===== config.mk =====
export PLATFORM = sky130hd
export DESIGN_NAME = pmx_port_mux
export DESIGN_NICKNAME = d
export VERILOG_FILES = /design/src/hdl/pmx_pkg.sv /design/src/hdl/pmx_pin_sync.sv /design/src/hdl/pmx_port_mux.sv
export VERILOG_INCLUDE_DIRS = /design/src /design/src/hdl
export SDC_FILE = /design/constraint.sdc
export NUM_CORES = 1
export LEC_CHECK = 0
export ABC_AREA = 0
export BUFFER_PORTS_ARGS = -buffer_cell sky130_fd_sc_hd__buf_2
export CORE_MARGIN = 3
export CORE_UTILIZATION = 49
export CTS_CLUSTER_SIZE = 8
export DETAILED_ROUTE_END_ITERATION = 12
export GPL_ROUTABILITY_DRIVEN = 1
export PLACE_DENSITY = 0.77
export SYNTH_ARGS = -nofsm -noshare
export SYNTH_HDL_FRONTEND = slang
export SYNTH_SLANG_ARGS = --single-unit

===== constraint.sdc =====
create_clock -name clock -period 7.3 [get_ports clock]
set_clock_uncertainty 0.05 [all_clocks]
set_input_delay 1.46 -clock clock [delete_from_list [all_inputs] [get_ports clock]]
set_output_delay 1.46 -clock clock [all_outputs]
set_load 0.1 [all_outputs]

===== src/hdl/pmx_consts.svh =====
// Purpose: Offsets, reset values and field positions of the port and pin-mux block
// Assumes: AHB-Lite byte addresses, one register per aligned word
// Notes:   Printed offsets are not all multiples of four, so they are indices
`ifndef PMX_CONSTS_SVH
`define PMX_CONSTS_SVH

`define PMX_IDX_P8_DATA   8'h18
`define PMX_IDX_P8_DIR    8'h1a
`define PMX_IDX_PA_DATA   8'h1e
`define PMX_IDX_P8_FUNC   8'h19
`define PMX_IDX_P9_DATA   8'h1c
`define PMX_IDX_P9_DIR    8'h1d
`define PMX_IDX_P9_FUNC   8'h1f
`define PMX_IDX_P8_ODE    8'h1b

`define PMX_P8_LATCH_RST  8'hff
`define PMX_P8_ZERO       8'h00
`define PMX_P9_ZERO       7'h00
`define PMX_ODE_ZERO      2'h0
`define PMX_WORD_ZERO     32'h0000_0000

`define PMX_HTRANS_NONSEQ 2'h2
`define PMX_HTRANS_SEQ    2'h3
`define PMX_ADDR_LSB      2
`define PMX_ADDR_MSB      9

`define PMX_PIN_TX0       0
`define PMX_PIN_RX0       1
`define PMX_PIN_SCK0      2
`define PMX_PIN_TX1       3
`define PMX_PIN_RX1       4
`define PMX_PIN_SCK1      5
`define PMX_PIN_CANTX     6
`define PMX_PIN_CANRX     7
`define PMX_P9_TO8        2
`define PMX_P9_TO9        3
`define PMX_P9_TOAB       6
`define PMX_PA_TRIG       3

`endif


===== src/hdl/pmx_pkg.sv =====
// Purpose: Types shared by the port and pin-mux block
// Assumes: Constants live in pmx_consts.svh
// Notes:   Peripheral-side signals grouped as packed structs
package pmx_pkg;

    typedef struct packed {
        logic       serial0_transmit;
        logic       serial1_transmit;
        logic       serial0_clock_out;
        logic       serial0_clock_oe;
        logic       serial1_clock_out;
        logic       serial1_clock_oe;
        logic       can_transmit;
        logic       timer8_out_a;
        logic       timer8_out_b;
        logic       timer9_out;
    } pmx_periph_out_s;

    typedef struct packed {
        logic       serial0_receive;
        logic       serial1_receive;
        logic       serial0_clock;
        logic       serial1_clock;
        logic       serial0_clear_to_send_n;
        logic       serial1_clear_to_send_n;
        logic       can_receive;
        logic       timer8_count_in_a;
        logic       timer8_count_in_b;
        logic       timer9_count_in_a;
        logic       timer9_count_in_b;
        logic       ext_irq_five;
        logic       ext_irq_six;
        logic       ext_irq_seven;
        logic       ext_irq_eight;
        logic       conversion_trigger_n;
    } pmx_periph_in_s;

    typedef struct packed {
        logic [7:0] port_eight_data;
        logic [7:0] port_eight_direction;
        logic [7:0] port_eight_function;
        logic [1:0] port_eight_open_drain;
        logic [6:0] port_nine_data;
        logic [6:0] port_nine_direction;
        logic [6:0] port_nine_function;
    } pmx_regs_s;

    typedef struct packed {
        logic       pend;
        logic       write;
        logic [7:0] index;
    } pmx_bus_s;

endpackage : pmx_pkg


===== src/hdl/pmx_pin_sync.sv =====
// Purpose: Two-stage synchroniser for a group of pin inputs
// Assumes: Single clock, asynchronous active-high reset
// Notes:   First stage is read only by the second stage
`timescale 1ns/10ps
`default_nettype none
module pmx_pin_sync #(
    parameter int WIDTH = 8
) (
    input  wire logic             clock,
    input  wire logic             rst,
    input  wire logic [WIDTH-1:0] async_in,
    output var  logic [WIDTH-1:0] sync_out
);
    typedef struct packed {
        logic [WIDTH-1:0] meta;
        logic [WIDTH-1:0] sync;
    } pmx_sync_s;

    pmx_sync_s state_q;
    pmx_sync_s state_d;

    always_comb begin
        state_d.meta = async_in;
        state_d.sync = state_q.meta;
    end

    always_ff @(posedge clock or posedge rst) begin
        if (rst) begin
            state_q <= '0;
        end else begin
            state_q <= state_d;
        end
    end

    assign sync_out = state_q.sync;
endmodule : pmx_pin_sync
`default_nettype wire


===== src/hdl/pmx_port_mux.sv =====
// Purpose: Ports eight, nine and the analog input port with pin-function multiplexing
// Assumes: AHB-Lite slave, single word transfers, pins synchronous to clock
// Notes:   Zero-wait-state slave; all outputs except the tied-off hreadyout and hresp come from flip-flops
//
// Summary of operation
// - Eight-pin port, per-pin direction
// - Reset: latch ones, direction/function zero
// - Direction plus function select alternate use
// - Pins 0,3 open drain, pull-up off
// - Pins 0,3 carry serial transmit outputs
// - Pins 1,4 carry serial receive inputs
// - Pins 2,5 serial clock and clear-to-send
// - Pin 6 CAN transmit, pin 7 receive
// - Input pin: data bit switches pull-up
// - Eight-pin direction register is write-only
// - Seven-pin port, per-pin direction
// - Reset clears seven-pin latch, direction, function
// - Timer output only when function bit set
// - Pins 0,1,4,5 feed counters and irqs
// - Irq inputs always sample pins
// - Counter inputs always connected to pins
// - Pins 2,3,6 carry timer outputs
// - Input-only analog port, read-only data
// - Analog pin 3 is conversion trigger
`timescale 1ns/10ps
`default_nettype none
`include "pmx_consts.svh"
module pmx_port_mux
    import pmx_pkg::*;
(
    input  wire logic            clock,
    input  wire logic            rst,
    // AHB-Lite slave
    input  wire logic            hsel,
    input  wire logic [31:0]     haddr,
    input  wire logic [1:0]      htrans,
    input  wire logic            hwrite,
    input  wire logic [2:0]      hsize,
    input  wire logic [31:0]     hwdata,
    input  wire logic            hready,
    output var  logic [31:0]     hrdata,
    output var  logic            hreadyout,
    output var  logic            hresp,
    // Pins
    input  wire logic [7:0]      port_eight_in,
    output var  logic [7:0]      port_eight_out,
    output var  logic [7:0]      port_eight_oe,
    output var  logic [7:0]      port_eight_pullup,
    input  wire logic [6:0]      port_nine_in,
    output var  logic [6:0]      port_nine_out,
    output var  logic [6:0]      port_nine_oe,
    input  wire logic [7:0]      analog_port_in,
    // Peripherals
    input  wire pmx_periph_out_s periph_out,
    output var  pmx_periph_in_s  periph_in
);
    typedef struct packed {
        pmx_regs_s       regs;
        pmx_bus_s        bus;
        logic [31:0]     rdata;
        logic [7:0]      p8_out;
        logic [7:0]      p8_oe;
        logic [7:0]      p8_pull;
        logic [6:0]      p9_out;
        logic [6:0]      p9_oe;
        pmx_periph_in_s  pin;
    } pmx_state_s;

    pmx_state_s state_q;
    pmx_state_s state_d;

    logic [7:0] p8_sync;
    logic [6:0] p9_sync;
    logic [7:0] pa_sync;

    // Pins are held synchronous but still double-registered to tame slow edges
    pmx_pin_sync #(.WIDTH(23)) u_sync (
        .clock    (clock),
        .rst      (rst),
        .async_in ({port_eight_in, port_nine_in, analog_port_in}),
        .sync_out ({p8_sync, p9_sync, pa_sync})
    );

    function automatic logic [7:0] pmx_readback(input logic [7:0] dir,
                                                input logic [7:0] latch,
                                                input logic [7:0] pins);
        pmx_readback = (dir & latch) | (~dir & pins);
    endfunction : pmx_readback

    function automatic logic [31:0] pmx_zext(input logic [7:0] v);
        pmx_zext = {24'h00_0000, v};
    endfunction : pmx_zext

    logic        acc_ok;
    logic        alt8_tx0;
    logic        alt8_tx1;
    logic [7:0]  p8_alt_val;
    logic [7:0]  p8_alt_oe;
    logic [6:0]  p9_alt_val;
    logic [7:0]  p8_dir;
    logic [7:0]  p8_fn;
    logic [6:0]  p9_fn;

    always_comb begin
        state_d = state_q;
        p8_dir  = state_q.regs.port_eight_direction;
        p8_fn   = state_q.regs.port_eight_function;
        p9_fn   = state_q.regs.port_nine_function;
        acc_ok  = hsel && hready && (htrans == `PMX_HTRANS_NONSEQ || htrans == `PMX_HTRANS_SEQ);

        // Data phase of a write lands one cycle after its address phase
        if (state_q.bus.pend && state_q.bus.write) begin
            unique case (state_q.bus.index)
                `PMX_IDX_P8_DATA: state_d.regs.port_eight_data = hwdata[7:0];
                `PMX_IDX_P8_DIR:  state_d.regs.port_eight_direction = hwdata[7:0];
                `PMX_IDX_P8_FUNC: state_d.regs.port_eight_function = hwdata[7:0];
                `PMX_IDX_P8_ODE:  state_d.regs.port_eight_open_drain = hwdata[1:0];
                `PMX_IDX_P9_DATA: state_d.regs.port_nine_data = hwdata[6:0];
                `PMX_IDX_P9_DIR:  state_d.regs.port_nine_direction = hwdata[6:0];
                `PMX_IDX_P9_FUNC: state_d.regs.port_nine_function = hwdata[6:0];
                default: ;
            endcase
        end

        state_d.bus.pend  = acc_ok;
        state_d.bus.write = hwrite;
        state_d.bus.index = haddr[`PMX_ADDR_MSB:`PMX_ADDR_LSB];

        // Read data is registered at the address phase; unmapped and write-only read zero
        state_d.rdata = `PMX_WORD_ZERO;
        if (acc_ok && !hwrite) begin
            unique case (haddr[`PMX_ADDR_MSB:`PMX_ADDR_LSB])
                `PMX_IDX_P8_DATA: state_d.rdata = pmx_zext(pmx_readback(p8_dir,
                                      state_q.regs.port_eight_data, p8_sync));
                `PMX_IDX_P8_FUNC: state_d.rdata = pmx_zext(p8_fn);
                `PMX_IDX_P8_ODE:  state_d.rdata = {30'h0000_0000, state_q.regs.port_eight_open_drain};
                `PMX_IDX_P9_DATA: state_d.rdata = pmx_zext(pmx_readback({1'b0, state_q.regs.port_nine_direction},
                                      {1'b0, state_q.regs.port_nine_data}, {1'b0, p9_sync}));
                `PMX_IDX_P9_DIR:  state_d.rdata = pmx_zext({1'b0, state_q.regs.port_nine_direction});
                `PMX_IDX_P9_FUNC: state_d.rdata = pmx_zext({1'b0, p9_fn});
                `PMX_IDX_PA_DATA: state_d.rdata = pmx_zext(pa_sync);
                default:          state_d.rdata = `PMX_WORD_ZERO;
            endcase
        end

        // Alternate functions for port eight
        p8_alt_val = state_q.regs.port_eight_data;
        p8_alt_oe  = p8_dir;
        p8_alt_val[`PMX_PIN_TX0]   = periph_out.serial0_transmit;
        p8_alt_val[`PMX_PIN_TX1]   = periph_out.serial1_transmit;
        p8_alt_val[`PMX_PIN_SCK0]  = periph_out.serial0_clock_out;
        p8_alt_oe[`PMX_PIN_SCK0]   = p8_dir[`PMX_PIN_SCK0] & periph_out.serial0_clock_oe;
        p8_alt_val[`PMX_PIN_SCK1]  = periph_out.serial1_clock_out;
        p8_alt_oe[`PMX_PIN_SCK1]   = p8_dir[`PMX_PIN_SCK1] & periph_out.serial1_clock_oe;
        p8_alt_val[`PMX_PIN_CANTX] = periph_out.can_transmit;

        // Direction 1 drives; function 1 swaps in the peripheral value
        for (int i = 0; i < 8; i++) begin
            state_d.p8_out[i] = p8_fn[i] ? p8_alt_val[i] : state_q.regs.port_eight_data[i];
            state_d.p8_oe[i]  = p8_fn[i] ? p8_alt_oe[i] : p8_dir[i];
            // Pull-up only while input, under the latch bit
            state_d.p8_pull[i] = !p8_dir[i] && state_q.regs.port_eight_data[i];
        end
        // Open drain drives low only and kills the pull-up
        alt8_tx0 = state_q.regs.port_eight_open_drain[0];
        alt8_tx1 = state_q.regs.port_eight_open_drain[1];
        if (alt8_tx0) begin
            state_d.p8_oe[`PMX_PIN_TX0]   = state_d.p8_oe[`PMX_PIN_TX0] && !state_d.p8_out[`PMX_PIN_TX0];
            state_d.p8_out[`PMX_PIN_TX0]  = 1'b0;
            state_d.p8_pull[`PMX_PIN_TX0] = 1'b0;
        end
        if (alt8_tx1) begin
            state_d.p8_oe[`PMX_PIN_TX1]   = state_d.p8_oe[`PMX_PIN_TX1] && !state_d.p8_out[`PMX_PIN_TX1];
            state_d.p8_out[`PMX_PIN_TX1]  = 1'b0;
            state_d.p8_pull[`PMX_PIN_TX1] = 1'b0;
        end

        // Port nine timer outputs, gated by function bits only
        p9_alt_val = state_q.regs.port_nine_data;
        p9_alt_val[`PMX_P9_TO8]  = periph_out.timer8_out_a;
        p9_alt_val[`PMX_P9_TO9]  = periph_out.timer8_out_b;
        p9_alt_val[`PMX_P9_TOAB] = periph_out.timer9_out;
        for (int j = 0; j < 7; j++) begin
            state_d.p9_out[j] = p9_fn[j] ? p9_alt_val[j] : state_q.regs.port_nine_data[j];
            state_d.p9_oe[j]  = state_q.regs.port_nine_direction[j] | p9_fn[j];
        end

        // Peripheral inputs always see the pins, whatever the mode
        state_d.pin.serial0_receive         = p8_sync[`PMX_PIN_RX0];
        state_d.pin.serial1_receive         = p8_sync[`PMX_PIN_RX1];
        state_d.pin.serial0_clock           = p8_sync[`PMX_PIN_SCK0];
        state_d.pin.serial1_clock           = p8_sync[`PMX_PIN_SCK1];
        state_d.pin.serial0_clear_to_send_n = p8_sync[`PMX_PIN_SCK0];
        state_d.pin.serial1_clear_to_send_n = p8_sync[`PMX_PIN_SCK1];
        state_d.pin.can_receive             = p8_sync[`PMX_PIN_CANRX];
        state_d.pin.timer8_count_in_a       = p9_sync[0];
        state_d.pin.timer8_count_in_b       = p9_sync[1];
        state_d.pin.timer9_count_in_a       = p9_sync[4];
        state_d.pin.timer9_count_in_b       = p9_sync[5];
        // No gating: pure port use needs software to mask these
        state_d.pin.ext_irq_five            = p9_sync[0];
        state_d.pin.ext_irq_six             = p9_sync[1];
        state_d.pin.ext_irq_seven           = p9_sync[4];
        state_d.pin.ext_irq_eight           = p9_sync[5];
        state_d.pin.conversion_trigger_n    = pa_sync[`PMX_PA_TRIG];
    end

    always_ff @(posedge clock or posedge rst) begin
        if (rst) begin
            state_q                           <= '0;
            state_q.regs.port_eight_data      <= `PMX_P8_LATCH_RST;
            state_q.regs.port_eight_direction <= `PMX_P8_ZERO;
            state_q.regs.port_eight_function  <= `PMX_P8_ZERO;
            state_q.regs.port_eight_open_drain <= `PMX_ODE_ZERO;
            state_q.regs.port_nine_data       <= `PMX_P9_ZERO;
            state_q.regs.port_nine_direction  <= `PMX_P9_ZERO;
            state_q.regs.port_nine_function   <= `PMX_P9_ZERO;
            state_q.p8_pull                   <= `PMX_P8_LATCH_RST;
            state_q.pin.serial0_clear_to_send_n <= 1'b1;
            state_q.pin.serial1_clear_to_send_n <= 1'b1;
            state_q.pin.conversion_trigger_n    <= 1'b1;
        end else begin
            state_q <= state_d;
        end
    end

    assign hrdata            = state_q.rdata;
    assign hreadyout         = 1'b1;
    assign hresp             = 1'b0;
    assign port_eight_out    = state_q.p8_out;
    assign port_eight_oe     = state_q.p8_oe;
    assign port_eight_pullup = state_q.p8_pull;
    assign port_nine_out     = state_q.p9_out;
    assign port_nine_oe      = state_q.p9_oe;
    assign periph_in         = state_q.pin;
endmodule : pmx_port_mux
`default_nettype wire

==> results of run 1 <==
[routing by layer]
| metal | vias up | GRT usage (%) | wire, um |
|---|---|---|---|
| li1 | 1504 | - | - |
| met1 | 1618 | 21.5 | 4860 |
| met2 | 114 | 27.5 | 5780 |
| met3 | 12 | 6.32 | 756 |
| met4 | 4 | 5.36 | 107 |
| met5 | - | 0 | 21 |
[flip-flops by register name, summed over array words and instances, names as in the netlist]
| signal | cells |
|---|---|
| alt8_tx0 | 1 |
| alt8_tx1 | 1 |
| hrdata | 8 |
| p8_alt_val | 3 |
| p8_dir | 8 |
| p8_fn | 8 |
| p9_alt_val | 4 |
| p9_fn | 7 |
| periph_in | 12 |
| port_eight_oe | 8 |
| port_eight_out | 8 |
| port_eight_pullup | 8 |
| port_nine_oe | 7 |
| port_nine_out | 7 |
| state_q | 25 |
| u_sync.state_d | 23 |
| u_sync.sync_out | 23 |
[cell families after synthesis]
kind of cell	share of synthesized area, %
flops	64.9
buf+inv	11.9
mux	13.2
simple gates	6.48
compound gates	3.45
other cells	0.120
[Yosys cell counts (2+ instances only)]
cell type  instances
dfrtp_1          142
buf_4             88
mux2_2            61
dfstp_2           19
nor2_1            13
mux2i_1           10
or2_2             10
o21ai_0            9
clkbuf_1           8
inv_1              7
nand3_1            7
nor2b_1            7
a31oi_1            5
and3_1             5
nand2_1            4
a21oi_1            3
a222oi_1           3
and2_1             3
a21boi_0           2
a221o_1            2
a32oi_1            2
and3b_1            2
buf_6              2
conb_1             2
nand2b_1           2
nand3_2            2
nor3b_1            2
nor4b_1            2
o21a_1             2
[worst reg2reg max path, stage by stage, from the launching register on]
cell     delay [ns]
dfrtp_1        0.37
or4b_4         0.55
nor2_2         0.18
and3b_1        0.60
mux2_2         0.41
[per-stage QoR]
stage | total power [mW] | setup WS [ns] | cells | util, % | hold slack [ns]
finish | 2.09 | 4.45 | 682 | 57.7 | 0.297
global route | 2.17 | 4.40 | 682 | 57.7 | 0.304
CTS | 2.11 | 4.43 | 682 | 57.7 | 0.299
detailed placement | 1.20 | 4.13 | 650 | 52.6 | 0.285
global placement | 1.20 | 4.11 | 650 | 52.6 | 0.282
floorplan | 1.18 | 1.47 | 463 | - | 0.281
[area by class of cell]
| type | count | area [um^2] |
|---|---|---|
| Sequential cell | 161 | 4050 |
| Timing Repair Buffer | 117 | 588 |
| Tap cell | 168 | 210 |
| Inverter | 7 | 31.3 |
| Fill cell | 1023 | 5170 |
| Multi-Input combinational cell | 197 | 1540 |
| Clock buffer | 21 | 470 |
| Clock inverter | 11 | 153 |
[final timing paths]
kind | end | slack (ns) | depth (start not counted)
worst max-delay path | port_eight_pullup[6] | 4.45 | 1
worst min-delay path | u_sync.sync_out[8] | 0.30 | 0
worst max register to register | p8_alt_val[4] | 5.06 | 4
max in group asynchronous | periph_in[14] | 4.69 | 3
worst min register to register | u_sync.sync_out[8] | 0.30 | 0
min in group asynchronous | u_sync.state_d[15] | 1.17 | 2
[power by group]
part	internal [mW]	switching (mW)	total [mW]
Clock	0.568	0.340	0.908
Sequential	0.930	0.0180	0.948
Combinational	0.0406	0.194	0.235
==> results by group, run 1 <==
Run status
  • Outcome: finished clean

Placement
  • Placed instance area: 0.00642 mm^2
  • Post-DP HPWL: 7.75 mm
  • # port buffers: about 120
  • GPL Wtd Cong: around 0.78

Global route
  • Global route total overflow: 0
  • Vias in the first global route: 3,421
  • GRT Resource Usage Total: 17.1%
  • First-pass GRT wire length: 18.2 mm
  • Largest net degree at the start of global routing: 96
  • Initial antenna violation count: 2

STA
  • Crit share post-route: 39.0%
  • Post-route setup TNS: 0 ns
  • # setup viols final: 0
  • Max-slew headroom: between 40% and 50%
  • Fmax: ~350 MHz
  • Slew Viols, Final: 0
  • Worst-margin pin slew: 0.818 ns
  • RSZ-0062 raised after global routing: false
  • Period minus WS final: 2.85 ns
  • Count of final hold-check violations: 0

Pwr
  • Peak supply drop: 0.156 mV
  • Power Dens Cells: 297 mW/mm^2
  • Leak Pwr: 3.34 nW

Route
  • Drt wl/cell: 16.9 um
  • Via/cell ratio: 4.77
  • Initial DRT Pass Iterations: 5
  • Via Count: 3,252
  • ANT nets after route: 0
  • DRT Wirelength: 11.5 mm
  • DRT iter0 DRCs: 171
  • DR DRC count: 0

Clock network
  • Clock root buffer: clkbuf_16
  • Clk_lat worst skew: 0.41 ns
  • Post CTS Setup Buffer Count: 0
  • Maximum buffer depth of the clock tree: 2
  • Max H-tree Level: 4
  • Clock sinks: 161
  • CTS hold repair buffers: 0
  • CTS Buf Count: 17
  • CTS tree: yes
  • Cts repair resizes: 0
  • Worst-path clk slew: 0.06 ns

Floorplanning
  • Core area: 0.0122 mm^2
  • Chip width: ~120 um
  • Initial Util: between 50% and 60%
  • Die area: 0.0141 mm^2
  • Die height: 119 um
  • Site Rows: 40
  • IO Count: ~200

Critical path
  • CP max-delay cell: dfstp_2
  • Cell Chain, Critical Path: buf_2
  • WP data required: 5.79 ns
  • Crit path DAT: about 1.3 ns
  • CP Launch Type: flop
  • RR Startpoint: state_q[91]
  • Worst path bufs/invs: 1
  • Crit end category: output port
  • Worst path max stage delay: approximately 0.52 ns
  • Crit Path Class: flop to output port
  • Crit path launch: port_eight_pullup[6]
  • CP Max Fanout: 1
  • Top delay family on crit path: flip-flops

Yosys
  • Synth Flop Type: dfrtp_1
  • Area of the mapped netlist: 0.00624 mm^2
  • Share of the synthesized area in the top cell type: 56.9%
  • Cells after Synth: around 440
  • Area leader, netlist: dfrtp_1
  • Synth Warn #: 0
  • Flop and latch count out of synthesis: 161
  • Library cells used by synthesis: 42
  • Async SR Flop Fraction: 100%
  • Area contributors post-synth: dfrtp_1, mux2_2, buf_4
  • Sequential share of the synthesized area: 64.9%
  • Post-synth EDFFs: 0
  • Avg Inst Size Synth: 14.2 um^2

Final layout
  • Diode count: 0
  • Post-route cell area: 0.00704 mm^2
  • Fin nets: slightly above 600
  • Layout cell share with drive strength beyond 1: 48.1%
  • Area growth from synthesis to layout: 12.9%
  • Commonest non-fill, non-tap cells in the layout: dfrtp_1, buf_2, mux2_2
  • Most common cell after layout, fill and taps aside: dfrtp_1

Run
  • Maxcap violations: 0

Hold path
  • Hold_sp: u_sync.state_d[8]
  • Worst hold path class: flop to flop
Note: power is estimated with default switching activity, not from simulation.
==> run 2, diff against run 1 <==
==> constraint.sdc (replaced) <==
create_clock -name clock -period 2.9 [get_ports clock]
set_clock_uncertainty 0.05 [all_clocks]
set_input_delay 0.58 -clock clock [delete_from_list [all_inputs] [get_ports clock]]
set_output_delay 0.58 -clock clock [all_outputs]
set_load 0.1 [all_outputs]
==> run 2 against run 1 <==
Against the previous run: worst hold slack worse by 0.21 ns; final area is 0.39% higher; cell count is 0.29% higher; global-route usage is 0.52 points higher; sequential power grew to 2.5 times the previous value; sequential share of layout area is 0.22 points lower; wire length is 1.3% higher; critical path depth is 3 higher; combinational power grew to 2.5 times the previous value; critical path type is now flop to flop; largest cell class unchanged.
==> results by group, run 2 (same netlist as run 1, synthesis figures left out) <==
Run status
  • Outcome: finished clean

Placement
  • GPL Wtd Cong: 0.799 (+2.8%)
  • Post-DP HPWL: 7.92 mm (+2.2%)
  • Placed instance area: 0.00647 mm^2 (+0.80%)
  • # port buffers: 116 (unchanged)

Critical path
  • Cell Chain, Critical Path: or4b_4, nor2_2, and3b_1, mux2_2
  • Reg2Reg Setup Slack: 0.64 ns (-4.42 ns)
  • Crit path DAT: 2.55 ns (+1.21 ns)
  • CP max-delay cell: and3b_1
  • Top delay family on crit path: simple AND/OR/NAND/NOR gates
  • Worst path max stage delay: 0.61 ns (+0.09 ns)
  • CP Max Fanout: 8 (+7)
  • Crit Path Class: flop to flop
  • CP Launch Type: flop
  • Cell count of the worst reg-to-reg path: 4 (unchanged)
  • Reg-to-reg endpoint: p8_alt_val[7]
  • RR Startpoint: state_q[91]
  • Worst path bufs/invs: 0 (-1)
  • Crit end category: flop
  • WP data required: 3.19 ns (-2.60 ns)
  • Crit path depth: 4 (+3)

STA
  • Crit share post-route: 77.9%
  • Period minus WS final: 2.26 ns
  • RSZ-0062 raised after global routing: false
  • Fmax: 443 MHz
  • Slew Viols, Final: 0 (unchanged)
  • Worst-margin pin slew: 0.638 ns (-0.180 ns)
  • Max-slew headroom: 57.5% (+12 points)
  • Count of final hold-check violations: 0 (unchanged)
  • Hold_ws: 0.0859 ns (-0.211 ns)
  • # setup viols final: 0 (unchanged)
  • Post-route setup TNS: 0 ns (unchanged)

Route
  • DRT Wirelength: 11.7 mm (+1.3%)
  • Initial DRT Pass Iterations: 4 (-1)
  • ANT nets after route: 0 (unchanged)
  • DR DRC count: 0 (unchanged)
  • DRT iter0 DRCs: 215 (+26%)
  • Via Count: 3,279 (+0.83%)
  • Via/cell ratio: 4.79 (+0.54%)
  • Drt wl/cell: 17.1 um (+0.99%)

Pwr
  • Peak supply drop: 0.458 mV (+190%)
  • Power, Total: 5.23 mW (+150%)
  • Sw Share: 26.4% (about the same)
  • Logic pwr share: 11.5% (+0.3 points)
  • Sequential share of power: 45.7% (+0.4 points)
  • Clock Power Share: 42.9% (-0.5 points)
  • Power Dens Cells: 739 mW/mm^2 (+150%)
  • Leak Pwr: 3.34 nW (+0.18%)
  • Sw Pwr: 1.38 mW (+150%)
  • P_int: 3.85 mW (+150%)

Global route
  • Global route total overflow: 0 (unchanged)
  • GRT Resource Usage Total: 17.6% (+0.52 points)
  • First-pass GRT wire length: 18.7 mm (+2.6%)
  • Vias in the first global route: 3,427 (+0.18%)
  • Largest net degree at the start of global routing: 59 (-39%)
  • Initial antenna violation count: 0 (-2)

Final layout
  • Fin nets: 610 (+0.33%)
  • Reg with most FFs: state_q
  • Post-route cell area: 0.00707 mm^2 (+0.39%)
  • Layout cell share with drive strength beyond 1: 47.7% (-0.38 points)
  • Max reg flops: 25 (unchanged)
  • Fill count: 1,003 (-2.0%)
  • Most common cell after layout, fill and taps aside: dfrtp_1
  • Diode count: 0 (unchanged)
  • Area growth from synthesis to layout: 13.3%
  • Commonest non-fill, non-tap cells in the layout: dfrtp_1, buf_2, mux2_2

Floorplanning
  • Site Rows: 40 (unchanged)
  • Initial Util: 51.1% (unchanged)
  • Core area: 0.0122 mm^2 (unchanged)
  • Chip width: 119 um (unchanged)
  • IO Count: 195 (unchanged)
  • Die area: 0.0141 mm^2 (unchanged)
  • Die height: 119 um (unchanged)

Clock network
  • Clock root buffer: clkbuf_16
  • CTS hold repair buffers: 0 (unchanged)
  • CTS Buf Count: 17 (unchanged)
  • Clk_lat worst skew: 0.42 ns (about the same)
  • Max H-tree Level: 4 (unchanged)
  • CTS tree: yes
  • Post CTS Setup Buffer Count: 0 (unchanged)
  • Clock sinks: 161 (unchanged)
  • Worst-path clk slew: 0.06 ns (about the same)
  • Cts repair resizes: 0 (unchanged)
  • Maximum buffer depth of the clock tree: 2 (unchanged)

Run
  • Maxcap violations: 0 (unchanged)

Hold path
  • Worst hold path class: input pin to async pin
## run 2: per-stage QoR
| stage | utilization [%] | worst slack [ns] | instances |
|---|---|---|---|
| 2_1_floorplan | - | 0.243 | 463 |
| 3_3_place_gp | 53.0 | 0.613 | 652 |
| 3_5_place_dp | 53.0 | 0.646 | 652 |
| 4_1_cts | 57.9 | 0.615 | 684 |
| 5_1_grt | 57.9 | 0.572 | 684 |
| 6_report | 57.9 | 0.640 | 684 |
## run 2: final cells by class
type	count	area [um^2]	share of cell area, %
Clock buffer	23	468	6.62
Clock inverter	9	131	1.86
Inverter	7	30.0	0.425
Multi-Input combinational cell	197	1540	21.7
Sequential cell	161	4050	57.3
Tap cell	168	210	2.97
Timing Repair Buffer	119	641	9.06
## run 2: layer usage
metal | part of all wire [%] | GRT usage (%) | wire length (um) | vias up
met5 | 0 | 0 | 0 | -
met4 | 1.9 | 6.88 | 216 | 0
met3 | 5.8 | 5.70 | 679 | 16
met2 | 50 | 28.1 | 5820 | 103
met1 | 42 | 22.3 | 4960 | 1656
li1 | - | - | - | 1504
## run 2: how the worst max path moves through the flow
| stage | endpoint | from | slack (ns) |
|---|---|---|---|
| floorplan | alt8_tx0 | rst | 0.24 |
| global placement | hrdata[0] | haddr[7] | 0.61 |
| detailed placement | state_q[135] | state_q[91] | 0.65 |
| CTS | p8_alt_val[1] | state_q[91] | 0.62 |
| global route | p8_alt_val[1] | state_q[91] | 0.57 |
| finish | p8_alt_val[7] | state_q[91] | 0.64 |
## run 2: power by group through the flow
stage / Clock [mW] / Sequential (mW) / Combinational (mW)
CTS: 2.28 / 2.39 / 0.605
finish: 2.24 / 2.39 / 0.599
floorplan: 0 / 2.41 / 0.561
global route: 2.38 / 2.40 / 0.630
global placement: 0 / 2.42 / 0.596
detailed placement: 0 / 2.43 / 0.603
## run 2: worst register-to-register path: stages (launching register included)
cell and delay, ns:
dfrtp_1 0.37, or4b_4 0.55, nor2_2 0.19, and3b_1 0.61
mux2_2 0.42
